**src/shared/odc_pkg.sv**
```systemverilog
// constants and types for the output driver control and status block
// Functional notes
// - internal resistor: voltage range codes decoded
// - internal resistor: current range codes decoded
// - clear select picks zero or midscale
// - outputs disabled unless enable bit set in software mode, enable pin in pin mode
// - resistor select joins range code
// - reset bit restores power-on state
// - read needs matching address and read bit
// - data out tristate; drives from fifth edge
// - frame sync rise tristates data out
// - readback word field layout
// - control and status in one read
// - status read-only; any sets fault low in software mode
// - crc failure sets interface error bit
// - overtemperature sets its status bit
// - current loop open sets its bit
// - voltage short sets its bit
// - strap high: range from pins
// - pin mode: three separate fault pins
// - status read clears interface error flag
// - 24-bit frame crc checked before write
// - clear level is pin OR bit in software mode, pin alone in pin mode
package odc_pkg;

  // ----------------------------------------------------------------
  // frame geometry
  // ----------------------------------------------------------------
  localparam int FRAME_BITS = 16;
  localparam int FRAME_BITS_CRC = 24;
  localparam logic [4:0] HDR_BITS = 5'h04;
  localparam logic [4:0] RD_DONE_BITS = 5'h14;
  localparam logic [4:0] FRAME_CNT = 5'h10;
  localparam logic [4:0] FRAME_CNT_CRC = 5'h18;

  // ----------------------------------------------------------------
  // write and readback word fields
  // ----------------------------------------------------------------
  localparam int POS_ADDR_LO = 13;
  localparam int POS_RW = 12;
  localparam int POS_ZERO = 11;
  localparam int POS_RANGE_LO = 7;
  localparam int POS_CLEAR_LEVEL_SELECT = 6;
  localparam int POS_OUTPUT_ENABLE_BIT = 5;
  localparam int POS_SENSE_RESISTOR_SELECT = 4;
  localparam int POS_CLEAR = 3;
  localparam int POS_RESET = 2;
  localparam logic [1:0] RB_MARK = 2'h2;

  // ----------------------------------------------------------------
  // status bits
  // ----------------------------------------------------------------
  localparam int STAT_CRC = 3;
  localparam int STAT_TEMP = 2;
  localparam int STAT_OPEN = 1;
  localparam int STAT_SHORT = 0;

  // ----------------------------------------------------------------
  // reset values and crc
  // ----------------------------------------------------------------
  localparam logic [3:0] RANGE_RST = 4'h0;
  localparam logic CLEAR_LEVEL_SELECT_RST = 1'b0;
  localparam logic OUTPUT_ENABLE_BIT_RST = 1'b0;
  localparam logic SENSE_RESISTOR_SELECT_RST = 1'b0;
  localparam logic CLEAR_RST = 1'b0;
  localparam logic [7:0] CRC_POLY = 8'h07;
  localparam logic [7:0] CRC_INIT = 8'h00;

  // ----------------------------------------------------------------
  // decoded output range
  // ----------------------------------------------------------------
  typedef enum logic [3:0] {
    ODC_OFF = 4'b0000,
    ODC_I_4_20 = 4'b0001,
    ODC_I_0_20 = 4'b0010,
    ODC_I_0_24 = 4'b0011,
    ODC_V_0_5 = 4'b0100,
    ODC_V_0_10 = 4'b0101,
    ODC_V_0_6 = 4'b0110,
    ODC_V_0_12 = 4'b0111,
    ODC_V_0_40 = 4'b1000,
    ODC_V_0_44 = 4'b1001,
    ODC_I_392_204 = 4'b1010,
    ODC_I_0_204 = 4'b1011,
    ODC_I_0_245 = 4'b1100
  } odc_range_t;

endpackage

```
**src/rtl/odc_crc8.sv**
```systemverilog
// serial crc-8 engine, one message bit per enable
`timescale 1ns/100ps
module odc_crc8
  import odc_pkg::*;
(
  input wire logic clk,
  input wire logic rst,
  input wire logic clr,
  input wire logic en,
  input wire logic din,
  output logic [7:0] crc
);

  logic [7:0] crc_r;
  logic [7:0] crc_nxt;
  logic fb;

  // ----------------------------------------------------------------
  // msb-first shift with polynomial feedback
  // ----------------------------------------------------------------
  assign fb = crc_r[7] ^ din;
  assign crc_nxt = {crc_r[6:0], 1'b0} ^ (fb ? CRC_POLY : 8'h00);
  assign crc = crc_r;

  always_ff @(posedge clk) begin
    if (rst || clr) begin
      crc_r <= CRC_INIT;
    end else if (en) begin
      crc_r <= crc_nxt;
    end
  end

endmodule

```
**src/rtl/odc_ctrl.sv**
```systemverilog
// serial control, range decode, readback and fault reporting
`timescale 1ns/100ps
module odc_ctrl
  import odc_pkg::*;
(
  input wire logic clk,
  input wire logic rst,
  input wire logic sclk,
  input wire logic sync_n,
  input wire logic sdi,
  output logic sdo_o,
  output logic sdo_oe,
  input wire logic [2:0] device_address,
  input wire logic control_source_select,
  input wire logic [3:0] range_pins,
  input wire logic sense_resistor_pin,
  input wire logic clear_level_pin,
  input wire logic clear_pin,
  input wire logic output_enable_pin,
  input wire logic over_temp,
  input wire logic loop_open,
  input wire logic volt_short,
  output logic fault_o,
  output logic fault_oe,
  output logic current_loop_fault_n_o,
  output logic current_loop_fault_n_oe,
  output logic voltage_short_fault_n_o,
  output logic voltage_short_fault_n_oe,
  output logic over_temp_fault_n_o,
  output logic over_temp_fault_n_oe,
  output odc_range_t range_sel,
  output logic current_mode,
  output logic range_valid,
  output logic outputs_enabled,
  output logic clear_active,
  output logic clear_to_mid
);

  // ----------------------------------------------------------------
  // input synchronisers
  // ----------------------------------------------------------------
  localparam int NSYNC = 18;
  logic [NSYNC-1:0] async_in;
  logic [NSYNC-1:0] meta_r;
  logic [NSYNC-1:0] sync_r;
  logic sclk_d_r;
  logic syncn_d_r;

  assign async_in = {sclk, sync_n, sdi, device_address,
                     control_source_select, range_pins,
                     sense_resistor_pin, clear_level_pin, clear_pin,
                     output_enable_pin, over_temp, loop_open, volt_short};

  // unreset: pins flush through while rst is held, no false frame edge
  always_ff @(posedge clk) begin
    meta_r <= async_in;
    sync_r <= meta_r;
  end

  always_ff @(posedge clk) begin
    if (rst) begin
      sclk_d_r <= 1'b0;
      syncn_d_r <= 1'b1;
    end else begin
      sclk_d_r <= sync_r[17];
      syncn_d_r <= sync_r[16];
    end
  end

  logic s_sclk;
  logic s_syncn;
  logic s_sdi;
  logic [2:0] s_addr;
  logic s_hw;
  logic [3:0] s_rpin;
  logic s_rsetpin;
  logic s_clrselpin;
  logic s_clearpin;
  logic s_outenpin;
  logic s_temp;
  logic s_open;
  logic s_short;

  assign s_sclk = sync_r[17];
  assign s_syncn = sync_r[16];
  assign s_sdi = sync_r[15];
  assign s_addr = sync_r[14:12];
  assign s_hw = sync_r[11];
  assign s_rpin = sync_r[10:7];
  assign s_rsetpin = sync_r[6];
  assign s_clrselpin = sync_r[5];
  assign s_clearpin = sync_r[4];
  assign s_outenpin = sync_r[3];
  assign s_temp = sync_r[2];
  assign s_open = sync_r[1];
  assign s_short = sync_r[0];

  // ----------------------------------------------------------------
  // frame events
  // ----------------------------------------------------------------
  logic sclk_rise;
  logic frame_on;
  logic frame_end;
  logic bit_take;

  assign sclk_rise = s_sclk & ~sclk_d_r;
  assign frame_on = ~s_syncn;
  assign frame_end = s_syncn & ~syncn_d_r;
  assign bit_take = sclk_rise & frame_on;

  logic [23:0] shift_r;
  logic [4:0] cnt_r;
  logic [7:0] crc_calc;
  logic crc_en;

  assign crc_en = bit_take && (cnt_r < FRAME_CNT);

  odc_crc8 i_odc_crc8 (
    .clk(clk),
    .rst(rst),
    .clr(frame_end),
    .en(crc_en),
    .din(s_sdi),
    .crc(crc_calc)
  );

  always_ff @(posedge clk) begin
    if (rst || frame_end) begin
      shift_r <= '0;
      cnt_r <= '0;
    end else if (bit_take) begin
      shift_r <= {shift_r[22:0], s_sdi};
      cnt_r <= (cnt_r == FRAME_CNT_CRC) ? cnt_r : cnt_r + 5'h01;
    end
  end

  // ----------------------------------------------------------------
  // frame decode
  // ----------------------------------------------------------------
  logic [15:0] word16;
  logic [15:0] word24;
  logic [7:0] crc_rx;
  logic len16;
  logic len24;
  logic [15:0] wr_word;
  logic addr_ok;
  logic crc_good;
  logic wr_go;
  logic crc_fail;
  logic soft_reset;

  assign word16 = shift_r[15:0];
  assign word24 = shift_r[23:8];
  assign crc_rx = shift_r[7:0];
  assign len16 = (cnt_r == FRAME_CNT);
  assign len24 = (cnt_r == FRAME_CNT_CRC);
  assign wr_word = len24 ? word24 : word16;
  assign addr_ok = (wr_word[15:POS_ADDR_LO] == s_addr) &&
                   !wr_word[POS_RW];
  assign crc_good = (crc_rx == crc_calc);
  assign wr_go = frame_end && !s_hw && addr_ok &&
                 (len16 || (len24 && crc_good));
  assign crc_fail = frame_end && !s_hw && len24 && !crc_good;
  assign soft_reset = wr_go && wr_word[POS_RESET];

  // ----------------------------------------------------------------
  // control register
  // ----------------------------------------------------------------
  logic [3:0] range_r;
  logic clear_level_select_r;
  logic output_enable_bit_r;
  logic sense_resistor_select_r;
  logic swclr_r;

  always_ff @(posedge clk) begin
    if (rst || soft_reset) begin
      range_r <= RANGE_RST;
      clear_level_select_r <= CLEAR_LEVEL_SELECT_RST;
      output_enable_bit_r <= OUTPUT_ENABLE_BIT_RST;
      sense_resistor_select_r <= SENSE_RESISTOR_SELECT_RST;
      swclr_r <= CLEAR_RST;
    end else if (wr_go) begin
      range_r <= wr_word[POS_RANGE_LO+3:POS_RANGE_LO];
      clear_level_select_r <= wr_word[POS_CLEAR_LEVEL_SELECT];
      output_enable_bit_r <= wr_word[POS_OUTPUT_ENABLE_BIT];
      sense_resistor_select_r <= wr_word[POS_SENSE_RESISTOR_SELECT];
      swclr_r <= wr_word[POS_CLEAR];
    end
  end

  // ----------------------------------------------------------------
  // status and readback
  // ----------------------------------------------------------------
  logic crc_err_r;
  logic [3:0] status;
  logic rd_hit;
  logic rd_act_r;
  logic rd_done;
  logic [15:0] tx_r;
  logic [15:0] rb_word;
  logic sdo_r;
  logic sdo_oe_r;

  // live fault levels, sticky interface error
  assign status = {crc_err_r, s_temp, s_open, s_short};
  assign rb_word = {s_addr, RB_MARK, range_r, clear_level_select_r, output_enable_bit_r,
                    sense_resistor_select_r, status};
  assign rd_hit = bit_take && !s_hw && (cnt_r == HDR_BITS) &&
                  (shift_r[3:1] == s_addr) && shift_r[0];
  assign rd_done = frame_end && rd_act_r && (cnt_r >= RD_DONE_BITS);

  always_ff @(posedge clk) begin
    if (rst || soft_reset) begin
      crc_err_r <= 1'b0;
    end else if (crc_fail) begin // set wins over clear
      crc_err_r <= 1'b1;
    end else if (rd_done) begin
      crc_err_r <= 1'b0;
    end
  end

  always_ff @(posedge clk) begin
    if (rst || frame_end) begin
      rd_act_r <= 1'b0;
      tx_r <= '0;
      sdo_r <= 1'b0;
      sdo_oe_r <= 1'b0;
    end else if (rd_hit) begin // fifth rising edge
      rd_act_r <= 1'b1;
      tx_r <= {rb_word[14:0], 1'b0};
      sdo_r <= rb_word[15];
      sdo_oe_r <= 1'b1;
    end else if (bit_take && rd_act_r) begin
      tx_r <= {tx_r[14:0], 1'b0};
      sdo_r <= tx_r[15];
    end
  end

  assign sdo_o = sdo_r;
  assign sdo_oe = sdo_oe_r;

  // ----------------------------------------------------------------
  // range decode
  // ----------------------------------------------------------------
  function automatic odc_range_t decode(input logic rs,
                                        input logic [3:0] rc);
    odc_range_t v;
    v = ODC_OFF;
    unique case (rc)
      4'h0: v = ODC_I_4_20;
      4'h1: v = ODC_I_0_20;
      4'h2: v = ODC_I_0_24;
      4'h5: v = ODC_V_0_5;
      4'h6: v = ODC_V_0_10;
      4'h9: v = ODC_V_0_6;
      4'ha: v = ODC_V_0_12;
      4'hd: v = rs ? ODC_I_392_204 : ODC_OFF;
      4'he: v = rs ? ODC_I_0_204 : ODC_V_0_40;
      4'hf: v = rs ? ODC_I_0_245 : ODC_V_0_44;
      default: v = ODC_OFF; // unused codes
    endcase
    return v;
  endfunction

  logic eff_sense_resistor_select;
  logic [3:0] eff_range;
  logic eff_output_enable_bit;
  odc_range_t dec;
  logic dec_cur;

  assign eff_sense_resistor_select = s_hw ? s_rsetpin : sense_resistor_select_r;
  assign eff_range = s_hw ? s_rpin : range_r;
  assign eff_output_enable_bit = s_hw ? s_outenpin : output_enable_bit_r;
  assign dec = decode(eff_sense_resistor_select, eff_range);
  assign dec_cur = (dec == ODC_I_4_20) || (dec == ODC_I_0_20) ||
                   (dec == ODC_I_0_24) || (dec == ODC_I_392_204) ||
                   (dec == ODC_I_0_204) || (dec == ODC_I_0_245);

  // ----------------------------------------------------------------
  // registered outputs
  // ----------------------------------------------------------------
  odc_range_t range_sel_r;
  logic cur_r;
  logic valid_r;
  logic output_enable_bit_out_r;
  logic clr_act_r;
  logic clr_mid_r;
  logic fault_r;
  logic current_loop_fault_n_r;
  logic voltage_short_fault_n_r;
  logic tfault_r;

  always_ff @(posedge clk) begin
    if (rst) begin
      range_sel_r <= ODC_OFF;
      cur_r <= 1'b0;
      valid_r <= 1'b0;
      output_enable_bit_out_r <= 1'b0;
      clr_act_r <= 1'b0;
      clr_mid_r <= 1'b0;
      fault_r <= 1'b0;
      current_loop_fault_n_r <= 1'b0;
      voltage_short_fault_n_r <= 1'b0;
      tfault_r <= 1'b0;
    end else begin
      range_sel_r <= dec;
      cur_r <= dec_cur;
      valid_r <= (dec != ODC_OFF);
      output_enable_bit_out_r <= eff_output_enable_bit;
      clr_act_r <= s_clearpin | (!s_hw & swclr_r);
      clr_mid_r <= s_clrselpin | (!s_hw & clear_level_select_r);
      fault_r <= !s_hw && (|status);
      current_loop_fault_n_r <= s_hw && s_open;
      voltage_short_fault_n_r <= s_hw && s_short;
      tfault_r <= s_hw && s_temp;
    end
  end

  assign range_sel = range_sel_r;
  assign current_mode = cur_r;
  assign range_valid = valid_r;
  assign outputs_enabled = output_enable_bit_out_r;
  assign clear_active = clr_act_r;
  assign clear_to_mid = clr_mid_r;
  assign fault_o = 1'b0;
  assign fault_oe = fault_r;
  assign current_loop_fault_n_o = 1'b0;
  assign current_loop_fault_n_oe = current_loop_fault_n_r;
  assign voltage_short_fault_n_o = 1'b0;
  assign voltage_short_fault_n_oe = voltage_short_fault_n_r;
  assign over_temp_fault_n_o = 1'b0;
  assign over_temp_fault_n_oe = tfault_r;

endmodule

```
**config.mk**
```make
export PLATFORM = sky130hd
export DESIGN_NAME = odc_ctrl
export DESIGN_NICKNAME = d
export VERILOG_FILES = /design/src/shared/odc_pkg.sv /design/src/rtl/odc_crc8.sv /design/src/rtl/odc_ctrl.sv
export SDC_FILE = /design/constraint.sdc
export NUM_CORES = 1
export LEC_CHECK = 0
export ABC_CLOCK_PERIOD_IN_PS = 2900
export BUFFER_PORTS_ARGS = -buffer_cell sky130_fd_sc_hd__buf_2
export CAP_MARGIN = 20
export CORE_MARGIN = 2
export CORE_UTILIZATION = 38
export CTS_BUF_LIST = sky130_fd_sc_hd__clkbuf_8
export CTS_CLUSTER_DIAMETER = 80
export CTS_CLUSTER_SIZE = 10
export DETAILED_ROUTE_END_ITERATION = 8
export PLACE_DENSITY = 0.6
export SLEW_MARGIN = 20
export SYNTH_ARGS = -nofsm -noshare
export SYNTH_HDL_FRONTEND = slang
export SYNTH_SLANG_ARGS = --single-unit
```
**constraint.sdc**
```tcl
create_clock -name clk -period 2.9 [get_ports clk]
set_input_delay 0.435 -clock clk [delete_from_list [all_inputs] [get_ports clk]]
set_output_delay 0.435 -clock clk [all_outputs]
set_load 0.02 [all_outputs]
```
==> summary.md <==
| Metric | Value |
|---|---|
| Vias in the first global route | 2774 |
| Peak VDD IR | 378 µV |
| Final Cycle Share | 0.829 |
| RSZ-0062 raised after global routing | false |
| Pre-antenna DRT Iters | 4 |
| DP Worst Slack | 0.554 ns |
| GR Layer Usage met2 | 0.234 |
| Syn Inst Count | 430 |
| Nets | 484 |
| Min setup slack post-route | 0.496 ns |
| Tot Pwr | 0.00340 W |
| Setup tns final | 0 ns |
| Pwr Density | 695 nW/µm² |
| WL final | 7870 µm |
| Final ANT Viol Nets | 0 |
| Die height | 109 µm |
| Worst setup EP type | flop |
| Min-Delay Path Class | input port to flop |
| Hold Vio Cnt, Final | 0 |
| Setup Skew | 0.00819 ns |
| CTS H-tree depth | 4 |
| DRC errors left | 0 |
| Max-cap violations | 0 |
| CTS tree | built |
| Chip width | 109 µm |
| Total grt overflow | 0 |
| GRT met3 Usage | 0.0556 |
| Worst slew pin tran | 0.930 ns |
| Clock-pin slew on the worst setup and hold paths | 0.07 ns |
| CP Data Arrival Time | 2.77 ns |
| Post-CTS Setup Inserts | 0 |
| Ys Warns | 0 |
| Synth async-reset ratio | 0 |
| Cell area after layout | 4900 µm² |
| Number of buffers created by CTS | 17 |
| Max frequency | 0.416 GHz |
| Post-synth EDFFs | 0 |
| Commonest register cell after synthesis | dfxtp_1 |
| Post-DP HPWL | 5270 µm |
| Filler cells | 1032 |
| Critical Setup Path Class | flop to flop |
| Area growth from synthesis to layout | 16.8% |
| Initial Util | 0.388 |
| Setup-failing EPs final | 0 |
| Gr usage total | 0.146 |
| Synth cell types | 51 |
| Largest net degree at the start of global routing | 38 |
| Core box area | 10800 µm² |
| Via density | 4.76 |
| Post-layout minimum cycle time | 2.40 ns |
| Synth Register Bits | 114 |
| Worst skew pair latency | 0.43 ns |
| CTS resizes | 0 |
| GR Util met1 | 0.174 |
| N_diodes | 0 |
| CTS Buffer Depth | 2 |
| Cell leakage power | 1.81 nW |
| Register area share after synthesis | 0.544 |
| Syn Area/Cell | 9.75 µm² |
| Required @ worst endpoint | 3.26 ns |
| DR WL/cell | 12.8 µm |
| Outcome | complete, no violations |
| Via count | 2928 |
| GRT Max-Usage Layer | met2 |
| Ratio of cells with drive above 1 in the final layout | 0.168 |
| Routability cong. | 0.757 |
| Post-Route Utilization | 0.454 |
| Initial drt markers | 170 |
| Maximum fanout along the worst path | 9 |
| Synthesized area | 4190 µm² |
| Cts hold-fix bufs | 0 |
| Port buffer count | 34 |
| Critical Path Source Type | flop |
| Full die area | 11900 µm² |
| Clk sink count | 114 |
| Max-Slew Margin vs Limit | 0.380 |
| Site Rows | 38 |
| Initial antenna violation count | 0 |
| Ports | 39 |
| Area after DPL | 4460 µm² |
| First-pass GRT wire length | 13100 µm |
| Max-slew violations | 0 |
| CTS root buf | clkbuf_8 |
[worst max-delay path, stage by stage (launching register included)]
cell	delay [ns]
dfxtp_1	0.33
inv_1	0.10
ha_1	0.24
nand4b_4	0.19
nor4b_1	0.48
o31ai_1	0.17
or4b_1	0.63
o2bb2ai_1	0.19
[report_power, final]
| part | switching (W) | internal, W |
|---|---|---|
| logic | 0.0000886 | 0.0000534 |
| clock network | 0.000685 | 0.000944 |
| registers | 0.0000231 | 0.00161 |
| total | 0.000796 | 0.00260 |
[cell usage in the layout (no fill, tap or decap), drive strengths merged, types with 3 or more instances in the layout]
cell / n
nor4: 3
clkinvlp: 5
a211oi: 14
or2: 3
o21ai: 4
nor3: 3
nor2b: 3
a21oi: 39
conb: 4
dfxtp: 114
buf: 39
nand4: 4
and2: 3
xnor2: 14
nor2: 36
clkbuf: 17
o2bb2ai: 8
nand2b: 4
xor2: 10
inv: 10
bufinv: 4
mux2i: 30
nand2: 73
[cell usage after synthesis, drive strengths merged, types with 2 or more instances]
cell / instances / share of area
dfxtp: 114 / 0.54
nand2: 73 / 0.065
a21oi: 39 / 0.047
nor2: 36 / 0.033
mux2i: 30 / 0.072
clkbuf: 19 / 0.017
a211oi: 14 / 0.025
xnor2: 14 / 0.029
buf: 10 / 0.017
xor2: 10 / 0.021
o2bb2ai: 8 / 0.017
inv: 6 / 0.0054
nand2b: 4 / 0.0060
nand4: 4 / 0.0060
o21ai: 4 / 0.0048
and2: 3 / 0.0045
nor2b: 3 / 0.0045
nor3: 3 / 0.0048
nor4: 3 / 0.0045
or2: 3 / 0.0045
a32oi: 2 / 0.0042
ha: 2 / 0.0060
mux2: 2 / 0.0054
nand3: 2 / 0.0024
nand3b: 2 / 0.0036
nor3b: 2 / 0.0048
or3: 2 / 0.0030
[flip-flops by register name, indices dropped and copies added, names as in the netlist, 4 cells and up]
signal / flops
cnt_r: 5
meta_r: 18
range_r: 4
shift_r: 24
i_odc_crc8.crc: 8
range_sel: 4
sync_r: 18
tx_r: 15
[layout make-up]
| cell class | count | area, µm² | area share |
|---|---|---|---|
| clock buffers | 17 | 234 | 0.0478 |
| clock inverters | 15 | 206 | 0.0422 |
| inverters | 6 | 22.5 | 0.00460 |
| multi-input cells | 284 | 1760 | 0.359 |
| flip-flops and latches | 114 | 2280 | 0.466 |
| well taps | 140 | 175 | 0.0358 |
| repair buffers | 39 | 220 | 0.0450 |
[worst paths after layout]
| kind | cells past startpoint | endpoint | start | slack (ns) |
|---|---|---|---|---|
| worst max-delay path | 7 | range_r[1]$_SDFFE_PP0P_ | cnt_r[0]$_SDFFE_PP0P_ | 0.50 |
| worst min-delay path | 1 | meta_r[15]$_DFF_P_ | sdi | 0.1 |
| worst max register to register | 7 | range_r[1]$_SDFFE_PP0P_ | cnt_r[0]$_SDFFE_PP0P_ | 0.50 |
| worst min register to register | 0 | sync_r[17]$_DFF_P_ | meta_r[17]$_DFF_P_ | 0.33 |
[metal layers]
metal / vias to the layer above / routed length, µm
li1: 1524 / -
met1: 1343 / 3740
met2: 50 / 3660
met3: 11 / 333
met4: 0 / 134
met5: - / 0
[through the flow]
step           hold WS (ns)  instances
3_3_place_gp          0.311        583
6_report             0.0967        615
5_1_grt              0.0585        615
2_1_floorplan         0.310        433
3_5_place_dp          0.312        583
4_1_cts              0.0719        615
[kinds of logic after synthesis]
group                      share of synthesized area
AOI/OAI and AO/OA                              0.119
xor gates and xnor gates                      0.0501
adders and majority gates                    0.00597
buffers and inverters                         0.0397
DFF                                            0.544
muxes                                         0.0770
other                                       0.000894
and+or+nand+nor                                0.163
No activity file was read; power rests on OpenSTA's default activity.
